==> src/pkg/bpwm_pkg.sv <==
// Purpose: shared constants for the burst pwm led driver
// Assumes: 50 MHz reference clock, 8-bit register port behind the serial slave
// Notes:   offsets, field positions and timing figures live here only
`default_nettype none

package bpwm_pkg;

    // ==========================================================
    // register map
    localparam logic [7:0] BPWM_ADDR_DIV  = 8'h50; // pwm_prescale_and_burst_unit
    localparam logic [7:0] BPWM_ADDR_CTRL = 8'h51; // pwm_duty_and_run_control
    localparam logic [7:0] BPWM_ADDR_ISR  = 8'h0A; // shared interrupt status
    localparam logic [7:0] BPWM_RST_VAL   = 8'h00;

    // ==========================================================
    // field positions
    localparam int BPWM_DIV_LSB    = 0;   // prescale [4:0]
    localparam int BPWM_UNIT_LSB   = 5;   // burst_unit_select [7:5]
    localparam int BPWM_RUN_BIT    = 0;   // run
    localparam int BPWM_IDLE_BIT   = 1;   // idle level
    localparam int BPWM_COUNT_LSB  = 2;   // burst_count_select [3:2]
    localparam int BPWM_DUTY_LSB   = 4;   // duty [7:4]
    localparam int BPWM_FLAG_BIT   = 2;   // port_zero_activity_flag in status

    // ==========================================================
    // timing
    localparam int BPWM_CLK_HZ       = 50_000_000;
    localparam int BPWM_BASE_HZ      = 600_000;   // 1/83 of the reference clock
    localparam int BPWM_MS_HZ        = 1_000;     // burst time base
    localparam int BPWM_BURST_BASE_MS = 8;        // code 000
    localparam int BPWM_STEPS        = 16;        // steps per period
    localparam int BPWM_MIN_BASE_GAP = BPWM_CLK_HZ / BPWM_BASE_HZ; // 83, rounded down

endpackage : bpwm_pkg

`default_nettype wire

==> src/hdl/bpwm_core.sv <==
// Purpose: single channel burst pwm for an led or motor driver stage
// Assumes: register port is the byte interface behind the serial slave
// Notes:   output is low during the active part, the sinking-load convention
`timescale 1ns/1ps
`default_nettype none

module bpwm_core
    import bpwm_pkg::*;
#(
    parameter int CLK_HZ = bpwm_pkg::BPWM_CLK_HZ  // reference rate
) (
    input  wire logic       i_ref_clk,                 // 50 MHz clock
    input  wire logic       i_rstn,                    // sync reset, active low
    input  wire logic [7:0] i_reg_addr,                // register address
    input  wire logic       i_reg_wr,                  // write strobe
    input  wire logic       i_reg_rd,                  // read strobe
    input  wire logic [7:0] i_reg_wdata,               // write data
    input  wire logic       i_gen_clock_off,           // clock gate from system ctrl
    output logic      [7:0] o_reg_rdata,               // read data, registered
    output logic            o_pwm_out,                 // modulated pin level
    output logic            o_running,                 // generator active
    output logic            o_port_zero_activity_flag  // sticky burst-done flag
);
    import bpwm_pkg::*;

    logic [7:0]  div_reg_r;      // pwm_prescale_and_burst_unit
    logic [7:0]  ctrl_reg_r;     // pwm_duty_and_run_control, run bit unused
    logic        run_r;
    logic [4:0]  div_cnt_r;
    logic [3:0]  step_r;
    logic [3:0]  duty_cur_r;
    logic [11:0] ms_cnt_r;
    logic [11:0] burst_ms;
    logic        base_tick;
    logic        ms_tick;
    logic        base_tick_raw;  // tick generator output, before the gate
    logic        ms_tick_raw;    // tick generator output, before the gate
    logic        step_tick;
    logic        burst_done;
    logic        wr_div;
    logic        wr_ctrl;
    logic        rd_isr;
    logic [4:0]  div_val;
    logic [2:0]  unit_sel;
    logic [1:0]  count_sel;
    logic [3:0]  duty_val;
    logic        idle_low;

    // ==========================================================
    // field extraction and decode; a gated block takes no writes and answers only status reads
    assign div_val   = div_reg_r[BPWM_DIV_LSB +: 5];
    assign unit_sel  = div_reg_r[BPWM_UNIT_LSB +: 3];
    assign count_sel = ctrl_reg_r[BPWM_COUNT_LSB +: 2];
    assign duty_val  = ctrl_reg_r[BPWM_DUTY_LSB +: 4];
    assign idle_low  = ctrl_reg_r[BPWM_IDLE_BIT];
    assign wr_div    = i_reg_wr && !i_gen_clock_off && (i_reg_addr == BPWM_ADDR_DIV);
    assign wr_ctrl   = i_reg_wr && !i_gen_clock_off && (i_reg_addr == BPWM_ADDR_CTRL);
    assign rd_isr    = i_reg_rd && (i_reg_addr == BPWM_ADDR_ISR);

    // ==========================================================
    // base clock at BPWM_BASE_HZ, a fraction NUM/DEN of the reference clock rate
    bpwm_tick_gen #(
        .NUM (BPWM_BASE_HZ),
        .DEN (CLK_HZ),
        .AW  (27)
    ) u_base_tick (
        .i_ref_clk (i_ref_clk),
        .i_rstn    (i_rstn),
        .i_hold    (i_gen_clock_off),
        .o_tick    (base_tick_raw)
    );

    // millisecond time base for burst length
    bpwm_tick_gen #(
        .NUM (BPWM_MS_HZ),
        .DEN (CLK_HZ),
        .AW  (27)
    ) u_ms_tick (
        .i_ref_clk (i_ref_clk),
        .i_rstn    (i_rstn),
        .i_hold    (i_gen_clock_off),
        .o_tick    (ms_tick_raw)
    );

    // a tick launched just before the gate closes must not slip through
    assign base_tick = base_tick_raw && !i_gen_clock_off;
    assign ms_tick   = ms_tick_raw && !i_gen_clock_off;

    // ==========================================================
    // register storage, cleared to zero
    always_ff @(posedge i_ref_clk)
    begin
        if (!i_rstn)
        begin
            div_reg_r  <= BPWM_RST_VAL;
            ctrl_reg_r <= BPWM_RST_VAL;
        end
        else
        begin
            if (wr_div)
                div_reg_r <= i_reg_wdata;
            if (wr_ctrl)
                ctrl_reg_r <= i_reg_wdata;
        end
    end

    // ==========================================================
    // prescaler: step every (div+1) base ticks
    assign step_tick = run_r && base_tick && (div_cnt_r == div_val);

    always_ff @(posedge i_ref_clk)
    begin
        if (!i_rstn || !run_r)
            div_cnt_r <= '0;
        else if (step_tick)
            div_cnt_r <= '0;
        else if (base_tick)
            div_cnt_r <= div_cnt_r + 5'h01;
    end

    // ==========================================================
    // step counter, sixteen steps per period; duty latched at wrap
    // so a mid-period update cannot chop a pulse
    always_ff @(posedge i_ref_clk)
    begin
        if (!i_rstn)
        begin
            step_r     <= '0;
            duty_cur_r <= '0;
        end
        else if (!run_r && !i_gen_clock_off)
        begin
            step_r     <= '0;
            // the starting write carries the duty of the first period
            duty_cur_r <= wr_ctrl ? i_reg_wdata[BPWM_DUTY_LSB +: 4] : duty_val;
        end
        else if (step_tick)
        begin
            step_r <= step_r + 4'h1;
            if (step_r == 4'(BPWM_STEPS - 1))
                duty_cur_r <= duty_val;
        end
    end

    // ==========================================================
    // burst length: unit time doubled per code, times count
    assign burst_ms = 12'(12'(BPWM_BURST_BASE_MS) << unit_sel) * 12'(count_sel);

    assign burst_done = run_r && (count_sel != 2'b00) && ms_tick
                        && (ms_cnt_r >= burst_ms - 12'h001);

    always_ff @(posedge i_ref_clk)
    begin
        if (!i_rstn || !run_r)
            ms_cnt_r <= '0;
        else if (ms_tick && count_sel != 2'b00)
            ms_cnt_r <= ms_cnt_r + 12'h001;
    end

    // ==========================================================
    // run state: software start/stop, hardware stop at burst end
    always_ff @(posedge i_ref_clk)
    begin
        if (!i_rstn)
            run_r <= 1'b0;
        else if (wr_ctrl)
            run_r <= i_reg_wdata[BPWM_RUN_BIT];
        else if (burst_done)
            run_r <= 1'b0;
    end

    // ==========================================================
    // activity flag: a set in the read cycle wins over the clear
    always_ff @(posedge i_ref_clk)
    begin
        if (!i_rstn)
            o_port_zero_activity_flag <= 1'b0;
        else if (burst_done)
            o_port_zero_activity_flag <= 1'b1;
        else if (rd_isr)
            o_port_zero_activity_flag <= 1'b0;
    end

    // ==========================================================
    // read data; gated registers read as zero
    always_ff @(posedge i_ref_clk)
    begin
        if (!i_rstn)
            o_reg_rdata <= BPWM_RST_VAL;
        else if (i_reg_rd)
        begin
            o_reg_rdata <= BPWM_RST_VAL;
            if (rd_isr)
                o_reg_rdata[BPWM_FLAG_BIT] <= o_port_zero_activity_flag;
            else if (!i_gen_clock_off && i_reg_addr == BPWM_ADDR_DIV)
                o_reg_rdata <= div_reg_r;
            else if (!i_gen_clock_off && i_reg_addr == BPWM_ADDR_CTRL)
                o_reg_rdata <= {ctrl_reg_r[7:1], run_r};
        end
    end

    // ==========================================================
    // pin: low during the active part; duty comes pre-inverted
    // from the host for sourcing loads
    always_ff @(posedge i_ref_clk)
    begin
        if (!i_rstn)
            o_pwm_out <= 1'b1;
        else if (!run_r)
            o_pwm_out <= ~idle_low;
        else
            o_pwm_out <= ~(step_r <= duty_cur_r);
    end

    assign o_running = run_r;
endmodule : bpwm_core

`default_nettype wire

==> src/hdl/bpwm_tick_gen.sv <==
// Purpose: fractional rate tick generator
// Assumes: NUM below DEN, both fit the accumulator
// Notes:   phase accumulator keeps the mean rate exact with jitter of one cycle
`timescale 1ns/1ps
`default_nettype none

module bpwm_tick_gen #(
    parameter int NUM = 600_000,     // output rate
    parameter int DEN = 50_000_000,  // clock rate
    parameter int AW  = 27           // accumulator width
) (
    input  wire logic i_ref_clk,     // clock
    input  wire logic i_rstn,        // sync reset, active low
    input  wire logic i_hold,        // freeze while clock is gated
    output logic      o_tick         // one-cycle pulse at NUM/DEN rate
);

    logic [AW-1:0] acc_r;
    logic [AW-1:0] acc_sum;

    assign acc_sum = acc_r + AW'(NUM);

    // ==========================================================
    // accumulator; wrap by DEN marks a tick
    always_ff @(posedge i_ref_clk)
    begin
        if (!i_rstn)
        begin
            acc_r  <= '0;
            o_tick <= 1'b0;
        end
        else if (i_hold)
        begin
            o_tick <= 1'b0;
        end
        else if (acc_sum >= AW'(DEN))
        begin
            acc_r  <= acc_sum - AW'(DEN);
            o_tick <= 1'b1;
        end
        else
        begin
            acc_r  <= acc_sum;
            o_tick <= 1'b0;
        end
    end

endmodule : bpwm_tick_gen

`default_nettype wire

==> config.mk <==
export PLATFORM = sky130hd
export DESIGN_NAME = bpwm_core
export DESIGN_NICKNAME = d
export VERILOG_FILES = /design/src/pkg/bpwm_pkg.sv /design/src/hdl/bpwm_core.sv /design/src/hdl/bpwm_tick_gen.sv
export SDC_FILE = /design/constraint.sdc
export NUM_CORES = 1
export LEC_CHECK = 0
export ABC_AREA = 0
export BUFFER_PORTS_ARGS = -buffer_cell sky130_fd_sc_hd__buf_2
export CAP_MARGIN = 20
export CORE_ASPECT_RATIO = 0.6
export CORE_MARGIN = 2
export CORE_UTILIZATION = 40
export CTS_BUF_LIST = sky130_fd_sc_hd__clkbuf_2
export DETAILED_ROUTE_END_ITERATION = 10
export GPL_TIMING_DRIVEN = 0
export SLEW_MARGIN = 40
export SYNTH_ARGS = -nofsm -noshare
export SYNTH_HDL_FRONTEND = slang
export SYNTH_SLANG_ARGS = --single-unit
==> constraint.sdc <==
create_clock -name i_ref_clk -period 4.2 [get_ports i_ref_clk]
set_input_delay 0.84 -clock i_ref_clk [delete_from_list [all_inputs] [get_ports i_ref_clk]]
set_output_delay 0.84 -clock i_ref_clk [all_outputs]
set_load 0.005 [all_outputs]
==> results of run 1 <==
==> power groups by stage <==
| stage | Clock [mW] | Combinational, mW | Sequential [mW] |
|---|---|---|---|
| 2_1_floorplan | 0 | 0.311 | 0.997 |
| 3_3_place_gp | 0 | 0.420 | 1.01 |
| 3_5_place_dp | 0 | 0.420 | 1.01 |
| 4_1_cts | 0.486 | 0.423 | 0.990 |
| 5_1_grt | 0.525 | 0.478 | 0.996 |
| 6_report | 0.467 | 0.436 | 0.991 |
==> final timing paths <==
check / to / slack [ns] / cells past startpoint
worst max register to register: o_running / 0.28 / 19
worst min-delay path: ctrl_reg_r[6] / 0.39 / 3
worst max-delay path: o_running / 0.28 / 19
worst min register to register: duty_cur_r[3] / 0.49 / 2
==> kinds of logic (layout without fill, tap and decap cells) <==
group | count (synthesis) | count (layout)
and+or+nand+nor | 354 | 354
AOI/OAI and AO/OA | 220 | 220
buffers and inverters | 100 | 146
DFF | 98 | 98
xor gates and xnor gates | 73 | 73
adders and majority gates | 38 | 38
muxes | 28 | 28
other | 0 | 1
==> cells in the mapped netlist, types with 4 or more instances <==
library cell  count
ha_1             37
mux2i_1          16
nand2_1          90
o21a_1            6
a211oi_1         11
nand4b_1          5
o22ai_1           5
dfxtp_1          98
or4_1             4
and3_1           10
nor4_1            8
nand4_1          14
xor2_1           30
nor2b_1          15
inv_1            46
o211ai_1          9
clkbuf_1         37
xnor2_1          43
o31ai_1           9
nor2_1           73
mux2_2           12
nor4b_1           4
nand2b_1         16
a31oi_1          12
nand3_1          48
nor3_1           16
buf_2            12
a21oi_1          74
o21ai_0          46
and2_1           11
or3_1            26
==> placed cells by master (no fill, tap or decap), types with 14 or more instances in the layout <==
master,count
nor2b_1,15
xor2_1,30
nand3_1,48
nand4_1,14
clkbuf_1,36
or3_1,26
inv_1,46
dfxtp_1,97
nor2_1,73
nand2_1,90
mux2i_1,16
o21ai_0,46
ha_1,37
a21oi_1,73
xnor2_1,43
buf_2,42
nor3_1,16
nand2b_1,16
==> repair_timing <==
item / CTS / global route
resized for setup: 0 / 3
hold endpoints to repair: 0 / 0
endpoints found under the setup margin: 0 / 20
==> flip-flops by register name, summed over array words and instances, names as in the netlist, 5 cells and up <==
name and count:
o_reg_rdata 8, ctrl_reg_r 7, u_ms_tick.acc_r 24, ms_cnt_r 12, div_reg_r 8, u_base_tick.acc_r 21
div_cnt_r 5
==> worst max-delay path, cell delays in order, from the launching register on <==
cell and delay [ns]:
dfxtp_1 0.39, clkbuf_1 0.31, nor2b_1 0.30, nand2_1 0.11, ha_1 0.29, inv_1 0.07, ha_1 0.28, a21o_1 0.17
a21oi_1 0.21, o21bai_1 0.09, a21oi_1 0.22, o21bai_1 0.09, a21oi_1 0.18, xnor2_1 0.16, ha_1 0.27, nand2_1 0.07
a21oi_1 0.07, a21oi_2 0.25, nand3_1 0.12, a21oi_1 0.17
==> routing by layer <==
layer  vias to the layer above  wire length, um
met5                         -                0
met4                         0              226
met3                        18             1425
met2                       247             7213
met1                      3147            11230
li1                       3336                -
==> final cells by class <==
type | instances | area share
Clock buffer | 9 | 0.005913
Sequential cell | 98 | 0.2577
Tap cell | 234 | 0.03844
Inverter | 47 | 0.02316
Multi-Input combinational cell | 713 | 0.6161
Timing Repair Buffer | 30 | 0.01971
Buffer | 53 | 0.03088
Clock inverter | 7 | 0.007720
Antenna cell | 1 | 0.0003285
==> impl_summary.log, run 1 <==
[metrics] maximum number of pins on one net before global-route repair: 19
[metrics] FF+latch count, synth: 98
[metrics] clk slew on worst S/H paths: approximately 0.36 ns
[metrics] Max Clk Rate: ~0.25 GHz
[metrics] wire length per cell: roughly 17 um
[metrics] layout overhead on the synthesized area: 8.077%
[metrics] share of Yosys cell area claimed by the top area cell type: 0.2784
[metrics] detailed-route via count: 6748
[metrics] Detail Placement HPWL: approximately 15000 um
[metrics] Sw Share: 0.3650
[metrics] GR Util met3: 0.04468
[metrics] leakage power total: 2.817 nW
[metrics] Final min period: between 3 and 4 ns
[metrics] number of library cell types mapped by synthesis: 73
[metrics] max-cap violation count: 0
[metrics] share of the yosys chip area belonging to registers: 0.2784
[metrics] cell count after synthesis: 911
[metrics] Power Dens Cells: ~250 nW/um2
[metrics] CTS hold repair buffers: 0
[metrics] first-pass GRT wire length: roughly 32000 um
[metrics] Reg-to-Reg Start: div_reg_r[6]
[metrics] post-synthesis compound-gate area fraction: 0.2065
[metrics] nets in the synthesized netlist: between 900 and 1k
[metrics] total placed cells including tap cells: between 1k and 1.5k
[metrics] weighted congestion at the end of routability-driven global placement: just over 0.9
[metrics] required time of the worst setup path: 4.79 ns
[metrics] Setup CP Type: flip-flop to flip-flop
[metrics] total net switching power: between 600 and 700 uW
[metrics] final setup violation count: 0
[metrics] run status: complete, no violations
[metrics] transition time at the pin with the least slew margin: roughly 0.85 ns
[metrics] data arrival at the endpoint of the critical path: about 4.5 ns
[metrics] average cell area after synthesis: between 7 and 8 um2
[metrics] total overflow reported by the global router: 0
[metrics] Worst Setup End Kind: flip-flop
[metrics] startpoint class of the critical path: flip-flop
[metrics] worst-case setup slack after placement: 0.1294 ns
[metrics] final critical-path setup slack: 0.2783 ns
[metrics] fraction of synthesized cell area in xor and xnor cells: 0.09072
[metrics] Fin Hold WS: 0.3909 ns
[metrics] Max transition margin: 0.4342
[metrics] utilization after layout: 0.4435
[metrics] total number of nets in the final design: 1011
[metrics] clk buf depth: 2
[metrics] vias per std cell: ~5.7
[metrics] clock tree root driver cell: clkbuf_2
[metrics] share of total power in sequential cells: 0.523
[metrics] start point of the worst min-delay path: i_reg_wdata[6]
[metrics] Routed WL: 20090 um
[metrics] dominant cells by area after synthesis: dfxtp_1 (28%), ha_1 (6.6%), xnor2_1 (5.3%)
[metrics] number of DRC violations after detailed routing: 0
[metrics] number of enable-type register cells in the synthesized netlist: 0
[metrics] register area: about 2000 um2
[metrics] Comb pwr share: 0.230
[metrics] total of fill cells in the finished design: 1764
[metrics] I/O Buffers: 30
[metrics] clock latency on the worst-skew pair: approximately 0.68 ns
[metrics] Die Y: around 110 um
[metrics] global routing's busiest layer: met1
[metrics] largest area contributor in the netlist: dfxtp_1
[metrics] effective utilization at floorplan: 0.4104
[metrics] largest driver fanout on the critical path: 9
[metrics] I/O pin cnt: 32
[metrics] Detailed Routing Iterations Pass 1: 7
[metrics] TritonCTS clock tree: built
[metrics] Layout Cell Area excl Fill: 7617 um2
[metrics] placement-stage cell area: approximately 7500 um2
[metrics] Yosys warnings: 0
[metrics] maximum vdd ir drop: approximately 0.12 mV
[metrics] Hold/Removal Path Class: input port to flip-flop
[metrics] Inserted Clock Buffers: 9
[metrics] Setup Skew: ~0.073 ns
[metrics] multiplexer share of the synthesized area: 0.04190
[metrics] clock sink count: ~100
[metrics] overall power: approximately 1.9 mW
[metrics] core footprint: 17180 um2
[metrics] met1 Track Usage GR: 0.3615
[metrics] final non-filler cell total: between 1k and 1.5k
[metrics] Multi-input gate area: around 4700 um2
[metrics] share of post-route cells with drive strength above 1: 0.1003
[metrics] cell area after technology mapping: just over 7000 um2
[metrics] initial antenna violation count: 1
[metrics] Total GRT Usage: 0.2171
[metrics] count of nets left with antenna violations after detail routing: 0
[metrics] top flip-flop cell by instance count after synthesis: dfxtp_1
[metrics] total number of H-tree levels: 3
[metrics] number of standard-cell rows in the floorplan: 37
[metrics] main combinational cell family by area after synthesis: simple AND/OR/NAND/NOR gates
[metrics] number of setup buffers added after CTS: 0
[metrics] FFs w/ async S/R, synth: 0
[metrics] vias in the first global route: ~5.9k
[metrics] share of the clock period used by the worst path after layout: 0.9337
[metrics] launching instance or port of the critical path: div_reg_r[6]
[metrics] Post-Synth Adder-Cell Area: 0.06852
[metrics] proportion of power drawn by the clock network: 0.247
[metrics] GRT met2 Usage: 0.2736
[metrics] die area: about 19000 um2
[metrics] Post-Synth Simple-Gate Area: 0.2558
[metrics] count of final max-slew check failures: 0
[metrics] Cell Int Power: roughly 1.2 mW
[metrics] endpoints failing hold: 0
[metrics] Total Negative Setup Slacks: 0 ns
[metrics] Starting DRT DRC Count: ~900
[metrics] chip width: about 180 um
Note: power is estimated with default switching activity, not from simulation.
==> inputs of run 2 (changes only) <==
Settings changed: RECOVER_POWER set to 50.
==> run 2 against run 1 <==
Critical path depth is the same. Clock-buffer cell count stayed put. First-iteration DRC count shrank 4.5%. Hold slack got worse by 0.0086 ns. Core utilization down 0.073 points. Critical endpoint unchanged. Highest routed layer unchanged.
==> impl_summary.log, run 2 (synthesis results as in run 1) <==
[metrics] final setup violation count: 0
[metrics] detailed-route via count: just under 7k
[metrics] most common cell after layout, fill and taps aside: dfxtp_1
[metrics] startpoint class of the critical path: flip-flop
[metrics] Setup CP Type: flip-flop to flip-flop
[metrics] max-cap violation count: 0
[metrics] start point of the worst min-delay path: i_reg_wdata[6]
[metrics] hold path cells: 3
[metrics] share of post-route cells with drive strength above 1: 0.08986
[metrics] required time of the worst setup path: between 4 and 5 ns
[metrics] Reg-to-Reg Start: div_reg_r[6]
[metrics] TritonCTS clock tree: built
[metrics] largest driver fanout on the critical path: 9
[metrics] Hold/Removal Path Class: input port to flip-flop
[metrics] Max Clk Rate: 0.2540 GHz
[metrics] count of nets left with antenna violations after detail routing: 0
[metrics] maximum vdd ir drop: roughly 0.12 mV
[metrics] leakage power total: 2.778 nW
[metrics] total of fill cells in the finished design: around 1.8k
[metrics] Die Y: about 110 um
[metrics] wire length per cell: around 17 um
[metrics] Fin Hold WS: 0.3823 ns
[metrics] Setup Skew: ~0.085 ns
[metrics] WHS Endpoint: ctrl_reg_r[6]
[metrics] max reg flops: 24
[metrics] number of DRC violations after detailed routing: 0
[metrics] Biggest register: u_ms_tick.acc_r
[metrics] Worst Setup End Kind: flip-flop
[metrics] endpoints failing hold: 0
[metrics] number of setup buffers added after CTS: 0
[metrics] total number of nets in the final design: about 1.0k
[metrics] most used cells in the layout excluding fill and tap cells: dfxtp_1 (97), nand2_1 (90), nor2_1 (73), a21oi_1 (73), nand3_1 (48)
[metrics] vias per std cell: around 5.6
[metrics] worst r2r path cells: 19
[metrics] core footprint: 17180 um2
[metrics] clk buf depth: 2
[metrics] CTS hold repair buffers: 0
[metrics] Total GRT Usage: 0.2171
[metrics] Power Dens Cells: around 250 nW/um2
[metrics] Routed WL: roughly 20000 um
[metrics] clock latency on the worst-skew pair: roughly 0.69 ns
[metrics] count of final max-slew check failures: 0
[metrics] chip width: between 150 and 200 um
[metrics] I/O pin cnt: 32
[metrics] clock sink count: roughly 100
[metrics] Inserted Clock Buffers: 9
[metrics] clk slew on worst S/H paths: roughly 0.38 ns
[metrics] initial antenna violation count: 1
[metrics] Detail Placement HPWL: 15020 um
[metrics] overall power: about 1.9 mW
[metrics] I/O Buffers: 30
[metrics] data arrival at the endpoint of the critical path: ~4.5 ns
[metrics] die area: about 19000 um2
[metrics] weighted congestion at the end of routability-driven global placement: 0.9077
[metrics] Max transition margin: 0.4378
[metrics] Crit Reg-Reg Endpoint: o_running
[metrics] number of standard-cell rows in the floorplan: 37
[metrics] run status: complete, no violations
[metrics] Final min period: between 3 and 4 ns
[metrics] layout overhead on the synthesized area: 7.900%
[metrics] vias in the first global route: 5899
[metrics] Starting DRT DRC Count: roughly 840
[metrics] maximum number of pins on one net before global-route repair: 19
[metrics] total overflow reported by the global router: 0
[metrics] largest registers: u_ms_tick.acc_r: 24 flops, u_base_tick.acc_r: 21 flops, ms_cnt_r: 12 flops
[metrics] first-pass GRT wire length: 32060 um
[metrics] setup slack, reg-to-reg: 0.26 ns
[metrics] share of the clock period used by the worst path after layout: 0.9373
[metrics] Detailed Routing Iterations Pass 1: 6
[metrics] effective utilization at floorplan: 0.4104
[metrics] total number of H-tree levels: 3
[metrics] post-cts gate resize count: 0
[metrics] transition time at the pin with the least slew margin: about 0.84 ns
[metrics] clock tree root driver cell: clkbuf_2
[run 2: stage by stage]
stage | setup TNS (ns) | util | cells | area (um2) | setup slack [ns]
after floorplan | 0 | - | 911 | 7048 | 0.7454
after global placement | 0 | 0.4361 | 1175 | 7491 | 0.2018
after detailed placement | 0 | 0.4364 | 1175 | 7495 | 0.1294
after CTS | 0 | 0.4424 | 1191 | 7599 | 0.06064
after global routing | -0.003305 | 0.4428 | 1192 | 7605 | -0.003305
final | 0 | 0.4428 | 1192 | 7605 | 0.2633
[run 2: critical path, stage by stage, from the launching register on]
cell and delay [ns]:
dfxtp_1 0.40, clkbuf_1 0.30, nor2b_1 0.30, nand2_1 0.11, ha_1 0.29, inv_1 0.07, ha_1 0.28, a21o_1 0.17
a21oi_1 0.21, o21bai_1 0.09, a21oi_1 0.22, o21bai_1 0.09, a21oi_1 0.18, xnor2_1 0.16, ha_1 0.27, nand2_1 0.07
a21oi_1 0.07, a21oi_2 0.25, nand3_1 0.12, a21oi_1 0.17
[run 2: layout make-up]
cell class	instances	area [um2]	area share
Clock inverter	7	58.81	0.007733
Clock buffer	9	45.04	0.005923
Buffer	53	235.2	0.03093
Multi-Input combinational cell	713	4693	0.6171
Timing Repair Buffer	30	137.6	0.01810
Antenna cell	1	2.502	0.0003291
Inverter	47	176.4	0.02320
Tap cell	234	292.8	0.03850
Sequential cell	98	1963	0.2581
[run 2: per-layer routing]
layer  vias to the layer above  track usage  share of wire
li1                       3338            -              -
met1                      3142       0.3615           0.56
met2                       234       0.2736           0.36
met3                        14      0.04468          0.068
met4                         0      0.03988         0.0096
met5                         -            0              0
[run 2: report_power, final]
group / internal, mW / switching, mW / leakage [nW] / total, mW
Combinational: 0.152 / 0.284 / 1.92 / 0.436
Sequential: 0.961 / 0.0297 / 0.795 / 0.991
Clock: 0.0893 / 0.380 / 0.0604 / 0.469
Total: 1.20 / 0.693 / 2.78 / 1.90
[run 2: worst max-delay path by stage]
| stage | slack (ns) | end | start | cells after the start |
|---|---|---|---|---|
| 6_report | 0.26 | o_running | div_reg_r[6] | 19 |
| 5_1_grt | -0.003 | o_running | div_reg_r[6] | 19 |
| 4_1_cts | 0.06 | u_base_tick.acc_r[18] | u_base_tick.acc_r[6] | 15 |
| 3_5_place_dp | 0.13 | u_base_tick.acc_r[18] | u_base_tick.acc_r[6] | 15 |
| 3_3_place_gp | 0.20 | u_base_tick.acc_r[18] | u_base_tick.acc_r[6] | 15 |
| 2_1_floorplan | 0.75 | u_base_tick.acc_r[18] | u_base_tick.acc_r[6] | 15 |
